$ cat src/core/dsg_params.svh
// dsg_params.svh: offsets, field positions, reset values and counts for dsg
`ifndef DSG_PARAMS_SVH
`define DSG_PARAMS_SVH

`define DSG_APB_AW 12
`define DSG_OFS_CFG 12'h000
`define DSG_OFS_TYPE 12'h004
`define DSG_OFS_STAT 12'h008

// config register fields
`define DSG_CFG_ESDI_LSB 0
`define DSG_CFG_FLOP_LSB 4
`define DSG_CFG_ESDI_RST 4'h0
`define DSG_CFG_FLOP_RST 4'hC

// status register fields
`define DSG_ST_SEL_LSB 0
`define DSG_ST_QUAL 2
`define DSG_ST_SERIAL 3
`define DSG_ST_FLOP 4

// type register field
`define DSG_TY_BIT 0

// positions inside the synchronised input vector
`define DSG_SY_W 29
`define DSG_SY_PICK 0
`define DSG_SY_QUAL 2
`define DSG_SY_RG 3
`define DSG_SY_CWD 4
`define DSG_SY_RD 5
`define DSG_SY_RC 9
`define DSG_SY_CC 13
`define DSG_SY_RDY 17
`define DSG_SY_SC 21
`define DSG_SY_MF 25

// separator clock: 40 MHz -> 20 MHz tick -> 5 MHz (/4) or 4 MHz (/5)
`define DSG_DIV5_LAST 2'h3
`define DSG_DIV5_HI 2'h2
`define DSG_DIV4_LAST 3'h4
`define DSG_DIV4_HI 3'h2

`endif

$ cat src/core/dsg_pkg.sv
// dsg_pkg.sv: shared types of the drive select glue
package dsg_pkg;
  typedef logic [1:0] dsg_drive_idx_t;
  typedef logic [3:0] dsg_drive_vec_t;
endpackage : dsg_pkg

$ cat src/core/dsg_glue.sv
// dsg_glue.sv: drive select glue between a disk controller and four drives
//
// Chosen here: the register addresses and register access over APB.
`timescale 1ns/100ps
`include "dsg_params.svh"

// Contract
// - qualify static selects with select enable
// - decode two bits into four selects
// - force ready when floppy drive selected
// - force seek complete for selected floppy
// - mux esdi signals by select bits
// - present esdi reference clock inverted
// - jumper picks read gate or select four
// - selected drive jumper gives drive type
// - step drive: enable low, muxes released
// - esdi drive: enable high, drive signals pass
// - switch coded data, mark, clock, complete
// - invert drive read data before mux
// - type strobe drives selected jumper out
// - software selects drive before reading type
// - separator clock 4 or 5 MHz
// - three-interface case: drive three is floppy
// - separator clock phases above minimum
// - rate switches at once on reselection
module dsg_glue (
  input wire logic clk_i,
  input wire logic nrst_i,
  input wire logic psel_i,
  input wire logic penable_i,
  input wire logic pwrite_i,
  input wire logic [`DSG_APB_AW-1:0] paddr_i,
  input wire logic [31:0] pwdata_i,
  output logic [31:0] prdata_o,
  output logic pready_o,
  output logic pslverr_o,
  input wire logic drive_pick_bit0_i,
  input wire logic drive_pick_bit1_i,
  input wire logic pick_qualifier_i,
  input wire logic read_gate_i,
  input wire logic coded_write_data_i,
  input wire logic [3:0] drive_read_data_i,
  input wire logic [3:0] read_reference_clock_i,
  input wire logic [3:0] command_complete_i,
  input wire logic [3:0] drive_ready_i,
  input wire logic [3:0] drive_seek_complete_i,
  input wire logic [3:0] mark_found_i,
  output logic [3:0] drive_select_o,
  output logic serial_drive_enable_o,
  output logic drive_ready_in_o,
  output logic seek_complete_o,
  output logic line4_o,
  output logic reference_clock_o,
  output logic reference_clock_oe_n_o,
  output logic command_complete_o,
  output logic command_complete_oe_n_o,
  output logic coded_read_data_o,
  output logic coded_read_data_oe_n_o,
  output logic mark_found_o,
  output logic mark_found_oe_n_o,
  output logic coded_write_data_o,
  output logic coded_write_data_oe_n_o,
  output logic drive_type_o,
  output logic drive_type_oe_n_o,
  output logic sep_clk_o
);

  // ----------------------------------------------------------------
  // input synchronisers
  // ----------------------------------------------------------------
  // a change counts once stages two and three agree
  logic [`DSG_SY_W-1:0] raw;
  logic [`DSG_SY_W-1:0] s1_r;
  logic [`DSG_SY_W-1:0] s2_r;
  logic [`DSG_SY_W-1:0] s3_r;
  logic [`DSG_SY_W-1:0] q_r;

  assign raw = {mark_found_i, drive_seek_complete_i, drive_ready_i,
                command_complete_i, read_reference_clock_i,
                drive_read_data_i, coded_write_data_i, read_gate_i,
                pick_qualifier_i, drive_pick_bit1_i, drive_pick_bit0_i};

  genvar gi;
  generate
    for (gi = 0; gi < `DSG_SY_W; gi++)
    begin : g_sync
      always_ff @(posedge clk_i or negedge nrst_i)
      begin
        if (!nrst_i)
        begin
          s1_r[gi] <= 1'b0;
          s2_r[gi] <= 1'b0;
          s3_r[gi] <= 1'b0;
          q_r[gi] <= 1'b0;
        end
        else
        begin
          s1_r[gi] <= raw[gi];
          s2_r[gi] <= s1_r[gi];
          s3_r[gi] <= s2_r[gi];
          if (s2_r[gi] == s3_r[gi])
            q_r[gi] <= s3_r[gi];
        end
      end
    end
  endgenerate

  dsg_pkg::dsg_drive_idx_t sel;
  logic qual;
  assign sel = q_r[`DSG_SY_PICK +: 2];
  assign qual = q_r[`DSG_SY_QUAL];

  // ----------------------------------------------------------------
  // configuration registers
  // ----------------------------------------------------------------
  dsg_pkg::dsg_drive_vec_t esdi_jmp_r;
  dsg_pkg::dsg_drive_vec_t floppy_map_r;
  logic is_esdi;
  logic is_floppy;

  assign is_esdi = esdi_jmp_r[sel];
  // only step-pulse positions may be floppies
  assign is_floppy = floppy_map_r[sel] & ~is_esdi;

  // ----------------------------------------------------------------
  // apb slave
  // ----------------------------------------------------------------
  // no wait state: pready rises in the first access cycle
  logic setup;
  logic access;
  logic hit_cfg;
  logic hit_type;
  logic hit_stat;
  assign setup = psel_i & ~penable_i;
  assign access = psel_i & penable_i & pready_o;
  assign hit_cfg = (paddr_i == `DSG_OFS_CFG);
  assign hit_type = (paddr_i == `DSG_OFS_TYPE);
  assign hit_stat = (paddr_i == `DSG_OFS_STAT);

  always_ff @(posedge clk_i or negedge nrst_i)
  begin
    if (!nrst_i)
    begin
      pready_o <= 1'b0;
      pslverr_o <= 1'b0;
      prdata_o <= 32'h0000_0000;
    end
    else
    begin
      pready_o <= setup;
      pslverr_o <= setup & ~(hit_cfg | hit_type | hit_stat);
      prdata_o <= 32'h0000_0000;
      if (setup & ~pwrite_i)
      begin
        if (hit_cfg)
        begin
          prdata_o[`DSG_CFG_ESDI_LSB +: 4] <= esdi_jmp_r;
          prdata_o[`DSG_CFG_FLOP_LSB +: 4] <= floppy_map_r;
        end
        if (hit_type)
          prdata_o[`DSG_TY_BIT] <= is_esdi;
        if (hit_stat)
        begin
          prdata_o[`DSG_ST_SEL_LSB +: 2] <= sel;
          prdata_o[`DSG_ST_QUAL] <= qual;
          prdata_o[`DSG_ST_SERIAL] <= serial_drive_enable_o;
          prdata_o[`DSG_ST_FLOP] <= is_floppy;
        end
      end
    end
  end

  always_ff @(posedge clk_i or negedge nrst_i)
  begin
    if (!nrst_i)
    begin
      esdi_jmp_r <= `DSG_CFG_ESDI_RST;
      floppy_map_r <= `DSG_CFG_FLOP_RST;
    end
    else if (access & pwrite_i & hit_cfg)
    begin
      esdi_jmp_r <= pwdata_i[`DSG_CFG_ESDI_LSB +: 4];
      floppy_map_r <= pwdata_i[`DSG_CFG_FLOP_LSB +: 4];
    end
  end

  // the type pin is enabled only in the access cycle of a type port read
  always_ff @(posedge clk_i or negedge nrst_i)
  begin
    if (!nrst_i)
    begin
      drive_type_o <= 1'b0;
      drive_type_oe_n_o <= 1'b1;
    end
    else
    begin
      drive_type_o <= is_esdi;
      drive_type_oe_n_o <= ~(setup & ~pwrite_i & hit_type);
    end
  end

  // ----------------------------------------------------------------
  // select decode and drive routing
  // ----------------------------------------------------------------
  // the controller reuses its shared pins per interface, so only
  // the read gate position needs routing here
  always_ff @(posedge clk_i or negedge nrst_i)
  begin
    if (!nrst_i)
    begin
      drive_select_o <= 4'h0;
      serial_drive_enable_o <= 1'b0;
      drive_ready_in_o <= 1'b0;
      seek_complete_o <= 1'b0;
      line4_o <= 1'b0;
    end
    else
    begin
      drive_select_o <= {4{qual}} & (4'h1 << sel);
      serial_drive_enable_o <= is_esdi;
      drive_ready_in_o <= is_floppy | q_r[`DSG_SY_RDY + sel];
      seek_complete_o <= is_floppy | q_r[`DSG_SY_SC + sel];
      line4_o <= is_esdi ? q_r[`DSG_SY_RG]
                         : (qual & (&sel));
    end
  end

  // step-pulse drives leave these lines to the data separator
  always_ff @(posedge clk_i or negedge nrst_i)
  begin
    if (!nrst_i)
    begin
      reference_clock_o <= 1'b0;
      command_complete_o <= 1'b0;
      coded_read_data_o <= 1'b0;
      mark_found_o <= 1'b0;
      coded_write_data_o <= 1'b0;
      reference_clock_oe_n_o <= 1'b1;
      command_complete_oe_n_o <= 1'b1;
      coded_read_data_oe_n_o <= 1'b1;
      mark_found_oe_n_o <= 1'b1;
      coded_write_data_oe_n_o <= 1'b1;
    end
    else
    begin
      reference_clock_o <= ~q_r[`DSG_SY_RC + sel];
      command_complete_o <= q_r[`DSG_SY_CC + sel];
      coded_read_data_o <= ~q_r[`DSG_SY_RD + sel];
      mark_found_o <= q_r[`DSG_SY_MF + sel];
      coded_write_data_o <= q_r[`DSG_SY_CWD];
      reference_clock_oe_n_o <= ~is_esdi;
      command_complete_oe_n_o <= ~is_esdi;
      coded_read_data_oe_n_o <= ~is_esdi;
      mark_found_oe_n_o <= ~is_esdi;
      coded_write_data_oe_n_o <= ~is_esdi;
    end
  end

  // ----------------------------------------------------------------
  // separator clock divider
  // ----------------------------------------------------------------
  // both rates always run, so a reselection switches at once and
  // may shorten one phase; the separator re-locks within 1 ms
  logic tick20_r;
  logic [1:0] cnt5_r;
  logic [2:0] cnt4_r;
  logic clk5_r;
  logic clk4_r;

  always_ff @(posedge clk_i or negedge nrst_i)
  begin
    if (!nrst_i)
      tick20_r <= 1'b0;
    else
      tick20_r <= ~tick20_r;
  end

  always_ff @(posedge clk_i or negedge nrst_i)
  begin
    if (!nrst_i)
    begin
      cnt5_r <= 2'h0;
      cnt4_r <= 3'h0;
      clk5_r <= 1'b0;
      clk4_r <= 1'b0;
    end
    else if (tick20_r)
    begin
      cnt5_r <= (cnt5_r == `DSG_DIV5_LAST) ? 2'h0 : cnt5_r + 2'h1;
      cnt4_r <= (cnt4_r == `DSG_DIV4_LAST) ? 3'h0 : cnt4_r + 3'h1;
      clk5_r <= (cnt5_r < `DSG_DIV5_HI);
      // 2 high ticks, 3 low ticks: not 50 %, yet each phase >= 100 ns
      clk4_r <= (cnt4_r < `DSG_DIV4_HI);
    end
  end

  always_ff @(posedge clk_i or negedge nrst_i)
  begin
    if (!nrst_i)
      sep_clk_o <= 1'b0;
    else
      sep_clk_o <= is_floppy ? clk4_r : clk5_r;
  end

  // ----------------------------------------------------------------
  // assertions
  // ----------------------------------------------------------------
  a_select_decode: assert property (
    @(posedge clk_i) disable iff (!nrst_i)
    !qual |=> drive_select_o == 4'h0)
    else $error("drive select active without qualifier");

  a_select_onehot: assert property (
    @(posedge clk_i) disable iff (!nrst_i)
    qual |=> drive_select_o == (4'h1 << $past(sel)))
    else $error("drive select does not match pick bits");

  a_ready_force: assert property (
    @(posedge clk_i) disable iff (!nrst_i)
    is_floppy |=> drive_ready_in_o && seek_complete_o)
    else $error("floppy selection did not force ready");

  a_serial_enable: assert property (
    @(posedge clk_i) disable iff (!nrst_i)
    nrst_i |=> serial_drive_enable_o == $past(esdi_jmp_r[sel])
             && reference_clock_oe_n_o == !serial_drive_enable_o)
    else $error("serial enable or mux release wrong");

  a_reference_clock_invert: assert property (
    @(posedge clk_i) disable iff (!nrst_i)
    nrst_i |=> reference_clock_o == !$past(q_r[`DSG_SY_RC + sel]))
    else $error("reference clock not inverted");

  a_read_invert: assert property (
    @(posedge clk_i) disable iff (!nrst_i)
    nrst_i |=> coded_read_data_o == !$past(q_r[`DSG_SY_RD + sel]))
    else $error("read data not inverted");

  a_line4_route: assert property (
    @(posedge clk_i) disable iff (!nrst_i)
    !is_esdi && qual && sel == 2'h3 |=> line4_o)
    else $error("fourth select not routed for step drive");

  a_type_port: assert property (
    @(posedge clk_i) disable iff (!nrst_i)
    setup && !pwrite_i && hit_type
      |=> !drive_type_oe_n_o && prdata_o[`DSG_TY_BIT] == drive_type_o)
    else $error("drive type port wrong");

  a_clk5_phase: assert property (
    @(posedge clk_i) disable iff (!nrst_i)
    $rose(clk5_r) |-> clk5_r [*4] ##1 !clk5_r [*4])
    else $error("5 MHz phase too short");

  a_clk4_phase: assert property (
    @(posedge clk_i) disable iff (!nrst_i)
    $fell(clk4_r) |-> !clk4_r [*6] ##1 clk4_r [*4])
    else $error("4 MHz phases wrong");

  a_rate_pick: assert property (
    @(posedge clk_i) disable iff (!nrst_i)
    nrst_i |=> sep_clk_o == ($past(is_floppy) ? $past(clk4_r)
                                            : $past(clk5_r)))
    else $error("separator rate not chosen by drive");

  a_line4_gate: assert property (
    @(posedge clk_i) disable iff (!nrst_i)
    nrst_i && is_esdi |=> line4_o == $past(q_r[`DSG_SY_RG]))
    else $error("read gate not routed for serial drive");

  a_status_mux: assert property (
    @(posedge clk_i) disable iff (!nrst_i)
    nrst_i |=> command_complete_o == $past(q_r[`DSG_SY_CC + sel])
               && mark_found_o == $past(q_r[`DSG_SY_MF + sel]))
    else $error("command complete or mark found misrouted");

  a_type_idle: assert property (
    @(posedge clk_i) disable iff (!nrst_i)
    !(setup && !pwrite_i && hit_type) |=> drive_type_oe_n_o)
    else $error("drive type pin driven outside type read");

endmodule : dsg_glue

$ cat config.mk
export PLATFORM = sky130hd
export DESIGN_NAME = dsg_glue
export DESIGN_NICKNAME = d
export VERILOG_FILES = /design/src/core/dsg_pkg.sv /design/src/core/dsg_glue.sv
export VERILOG_INCLUDE_DIRS = /design/src /design/src/core
export SDC_FILE = /design/constraint.sdc
export NUM_CORES = 1
export LEC_CHECK = 0
export BUFFER_PORTS_ARGS = -buffer_cell sky130_fd_sc_hd__buf_2
export CAP_MARGIN = 20
export CORE_MARGIN = 1.5
export CORE_UTILIZATION = 52
export CTS_BUF_LIST = sky130_fd_sc_hd__clkbuf_8 sky130_fd_sc_hd__clkbuf_16
export DETAILED_ROUTE_END_ITERATION = 8
export PLACE_DENSITY = 0.81
export SLEW_MARGIN = 10
export SYNTH_ARGS = -nofsm -noshare
export SYNTH_HDL_FRONTEND = slang
export SYNTH_SLANG_ARGS = --single-unit
$ cat constraint.sdc
create_clock -name clk_i -period 2.6 [get_ports clk_i]
set_input_delay 0.13 -clock clk_i [delete_from_list [all_inputs] [get_ports clk_i]]
set_output_delay 0.13 -clock clk_i [all_outputs]
set_load 0.05 [all_outputs]
# ---- Yosys cells after proc, flatten, opt, wreduce, memory -nomap -nowiden
# Cells that the tools add are included.
dict set report word_totals {
  reg_bits 158
  in_bits 78
  out_inout_bits 55
  elab_cells 239
}
dict set report classes {
  addsub 8
  order_cmp 9
  n_eq_ne 33
  shifts 1
  muxes 24
  n_bitwise 23
  reduce_logical 2
}
# op n
set ops {}
lappend ops {{1-bit binary-select mux with 5-bit select} 6}
lappend ops {{1-bit equality test} 29}
lappend ops {{5-bit by 2-bit adder with 6-bit output (first input constant)} 3}
lappend ops {{6-bit less-than comparator (second input constant)} 3}
lappend ops {{8-bit two-way mux} 2}
lappend ops {{12-bit by 3-bit equality test with 1-bit output (second input constant)} 1}
lappend ops {{12-bit by 4-bit equality test with 1-bit output (second input constant)} 1}
lappend ops {{12-bit logical NOT} 1}
lappend ops {{5-bit by 6-bit less-than comparator with 1-bit output (second input constant)} 2}
lappend ops {{1-bit two-way mux} 11}
lappend ops {{4-bit by 2-bit adder with 5-bit output (first input constant)} 2}
lappend ops {{1-bit bitwise AND} 10}
lappend ops {{1-bit inverter} 8}
lappend ops {{4-bit by 6-bit less-than comparator with 1-bit output (second input constant)} 1}
lappend ops {{5-bit two-way mux} 1}
lappend ops {{3-bit by 2-bit adder with 4-bit output (first input constant)} 1}
lappend ops {{4-bit bitwise AND} 1}
lappend ops {{1-bit binary-select mux with 2-bit select} 2}
lappend ops {{1-bit bitwise OR} 4}
lappend ops {{1-bit by 2-bit << shifter with 4-bit output (first input constant)} 1}
lappend ops {{3-bit by 1-bit adder with 3-bit output (second input constant)} 1}
lappend ops {{3-bit equality test (second input constant)} 1}
lappend ops {{2-bit by 3-bit less-than comparator with 1-bit output (second input constant)} 1}
lappend ops {{3-bit by 2-bit less-than comparator with 1-bit output (second input constant)} 1}
lappend ops {{6 further kinds} 6}

# ---- Longest topological paths before layout
dict set report logic_depth {
  word_depth 6
  depth_mapped 6
  ltp_nobuf 5
}

# ---- Least setup slack after synthesis
# Ideal clock, no wire load.
dict set report synth_path {
  kind {reg-to-reg}
  startpoint {register q_r[0]}
  endpoint {register command_complete_o}
  setup_time_ps 125
  arrival_ps 1754
  t_required_ps 2475
  setup_slack_ps 722
  stages_incl_launch_ff 6
  period_less_slack_ps 1878
  path_cell_list {dfrtp_1 > buf_2 > inv_1 > ha_1 > mux4_2 > mux2_2}
}
dict set report synth_between {
  elab_chain_len 3
}
# item line_no
set synth_rtl {}
lappend synth_rtl {{from (decl)} dsg_glue.sv:76} ;# logic [`DSG_SY_W-1:0] q_r;
lappend synth_rtl {{from (signal, indexed assignment)} dsg_glue.sv:102} ;# q_r[gi] <= s3_r[gi];
lappend synth_rtl {{4-bit by 2-bit adder with 5-bit output (no line)} n/a}
lappend synth_rtl {{1-bit binary-select mux with 5-bit select (*)} dsg_glue.sv:247} ;# command_complete_o <= q_r[`DSG_SY_CC + sel];
lappend synth_rtl {{1-bit two-way mux (*)} dsg_glue.sv:247}
lappend synth_rtl {{to (signal assigned)} dsg_glue.sv:247}
lappend synth_rtl {{to (decl)} dsg_glue.sv:55} ;# output logic command_complete_o,
# Every way passes the cells marked *; elsewhere a longest branch is shown, timed or not. The select of a mux whose other input is x is not followed.
# A chain may end at the register's enable or synchronous reset.

# ---- Worst setup path after layout
# Same ends and word-level chain as after synthesis.

==> impl_metrics.ini <==
[logic_synthesis]
synth.distinct_cells = 32
synth_area_um2 = 5280
synthTopCellsByArea = dfrtp_1, maj3_1, buf_4, mux4_2, mux2_2
syn_inst = 312
syn_avg_cell_area_um2 = 16.9
synth-seq-cells = 158
ys_warn_count = 0
synth_most_common_cell = dfrtp_1
synth_common_cells = dfrtp_1, buf_4, maj3_1, mux2_2
yosysSeqAreaShare_pct = 75.0
yosysTopAreaCell = dfrtp_1
yosysTopAreaCellShare_pct = 73.0
synth_edf_count = 0
async_reset_ff_share_pct = 100
synth-main-ff-cell = dfrtp_1

[global_routing]
grt.busiest_layer = met2
grt_max_degree = 115
met3_usage_pct = 5.92
track_usage_pct = 17.5
grtUsageMet1_pct = 20.5
grt_pass1_wl_mm = 14.1
overflow = 0
grt_pass1_vias = 2899
use_met2_pct = 29.0
antenna_found_initial = 0

[cells_and_area]
final_core_util_pct = 68.7
multi_input_area_um2 = 1150
antenna_cells = 0
regArea_um2 = 3960
drive_gt1_share_pct = 31.2
syn_to_final_growth_pct = 27.8
fillerInstances = 679
layout.nets = 537

[placement]
io_buffers = 84
dp_hpwl_mm = 5.03
dp_slack_ps = 500
place_congestion = 0.744

[timing]
worst_pin_slew_ps = 594
fmax_mhz = 483
setup_tns_ps = 0
rsz0062_at_grt = false
setup_viol = 0
fin_skew_ps = 7.34
worst_slack_ps = 529
min_period_ps = 2070
fin_crit_sh_pct = 79.7
finalHoldViolCount = 0
slew_headroom_pct = 60.1
slew_violations = 0

[setup_path]
critPathCaptureType = flop
critical_path_arrival_ps = 2470
critPathMaxStageDelay_ps = 630
rr_endpoint = command_complete_o
r2r-start = q_r[0]
r2r_cells = 4
crit_path_max_fanout = 10
worstSetupStartpointType = flop
cp_slowest_cell = dfrtp_1
crit_required_ps = 3000
cp_num_cells = 4
path_cells = inv_1 -> ha_1 -> mux4_2 -> mux2_2
crit_type = reg -> reg
path_buf_inv = 1
critical-path-top-delay-family = multiplexers
r2r_setup_slack_ps = 530

[clock_network]
htreeDepth = 4
cts.sinks = 158
cts_setup_buffers = 0
insertion_delay_ps = 520
postCtsResizedCells = 0
path_clk_slew_ps = 60
cts_tree = built
cts-root-buf = clkbuf_8
cts_buffer_depth = 2
holdBufCountCts = 44
cts_buffers = 17

[hold_path]
holdCritStartpoint = paddr_i[0]
hold_class = in -> reg
holdPathStages = 4
min_to = drive_type_oe_n_o

[power_and_ir_drop]
p_leak_nw = 3.18
cellPowerDensity_nw_per_um2 = 809
p_total_mw = 5.46
vdd_ir_drop_max_v = 0.000465

[floorplan]
chipWidth_um = 104
io_pins = 133
initial_core_util_pct = 53.8
fp-row-count = 36
core_um2 = 9820
dieArea_um2 = 10800
dieHeight_um = 104

[routing]
drtAntennaViolNets = 0
wl_per_cell_um = 13.9
drt_first_pass_iters = 4
dr_total_vias = 2772
wl_mm = 8.30
routed_via_density = 4.64
drtIter0Drc = 95
drc_errors = 0

[run_status]
status = complete, no violations

[run]
maxCapViolCount = 0
-- cells in the final DEF (no fill, tap or decap), types with 7 or more instances in the layout --
cell           netlist  layout
dfrtp_1            154     154
and2_1               7       7
mux4_2               8       8
inv_1                7       7
maj3_1              29      29
dlygate4sd3_1        0      44
mux2i_1              8       8
nor2_1               7       7
clkbuf_16            0      16
buf_2                1      83
nand2_1              8       8
conb_1               1      24
ha_1                 7       7
mux2_2              12      12
-- report_power, final --
group / switching [mW] / total [mW] / internal [mW]
Sequential: 0.0771 / 2.69 / 2.61
Combinational: 0.356 / 0.552 / 0.197
Clock: 0.936 / 2.22 / 1.28
-- worst max path at each step --
stage                      start                  to  slack (ps)
after floorplan           q_r[0]  command_complete_o         720
after global placement    q_r[0]  command_complete_o         540
after detailed placement  q_r[0]  command_complete_o         500
after CTS                 q_r[0]  command_complete_o         470
after global routing      q_r[0]     seek_complete_o         400
final                     q_r[0]  command_complete_o         530
-- tightest hold or removal path, delay by kind of cell --
family,cells,cell delay (ps)
simple gates,3,320
buf+inv,1,70
-- registers in the layout, summed over array words and instances, names as in the netlist, 2 cells and up --
register / count
cnt4_r: 3
s3_r: 29
prdata_o: 8
s1_r: 29
floppy_map_r: 4
cnt5_r: 2
s2_r: 29
drive_select_o: 4
q_r: 28
esdi_jmp_r: 4
-- logic make-up (layout without fill, tap and decap cells) --
logic type | after synthesis | in the layout | synth area share (%)
compound gates | 12 | 12 | 1.35
fa+ha+maj | 36 | 36 | 7.16
buf+inv | 40 | 170 | 4.93
flops | 158 | 158 | 75.0
mux | 28 | 28 | 7.49
other cells | 1 | 24 | 0.0710
simple gates | 37 | 37 | 4.03
-- metal layers --
metal / vias up / wire [µm]
li1: 1289 / -
met1: 1368 / 3330
met2: 99 / 4360
met3: 16 / 475
met4: 0 / 130
met5: - / 0
-- layout make-up --
type | instances | area share (%)
flip-flops and latches | 158 | 58.7
multi-input cells | 137 | 17.0
repair buffers | 130 | 13.3
clock buffers | 21 | 6.95
well taps | 133 | 2.47
clock inverters | 11 | 1.21
inverters | 8 | 0.445
-- per-stage QoR --
stage               cell area [µm²]  hold WS [ps]  cells
floorplan                      5370          -166    335
detailed placement             5760          70.6    522
CTS                            6750          15.2    598
global placement               5760          66.3    522
global route                   6750          13.3    598
finish                         6750          40.0    598
Note: power is estimated with default switching activity, not from simulation.
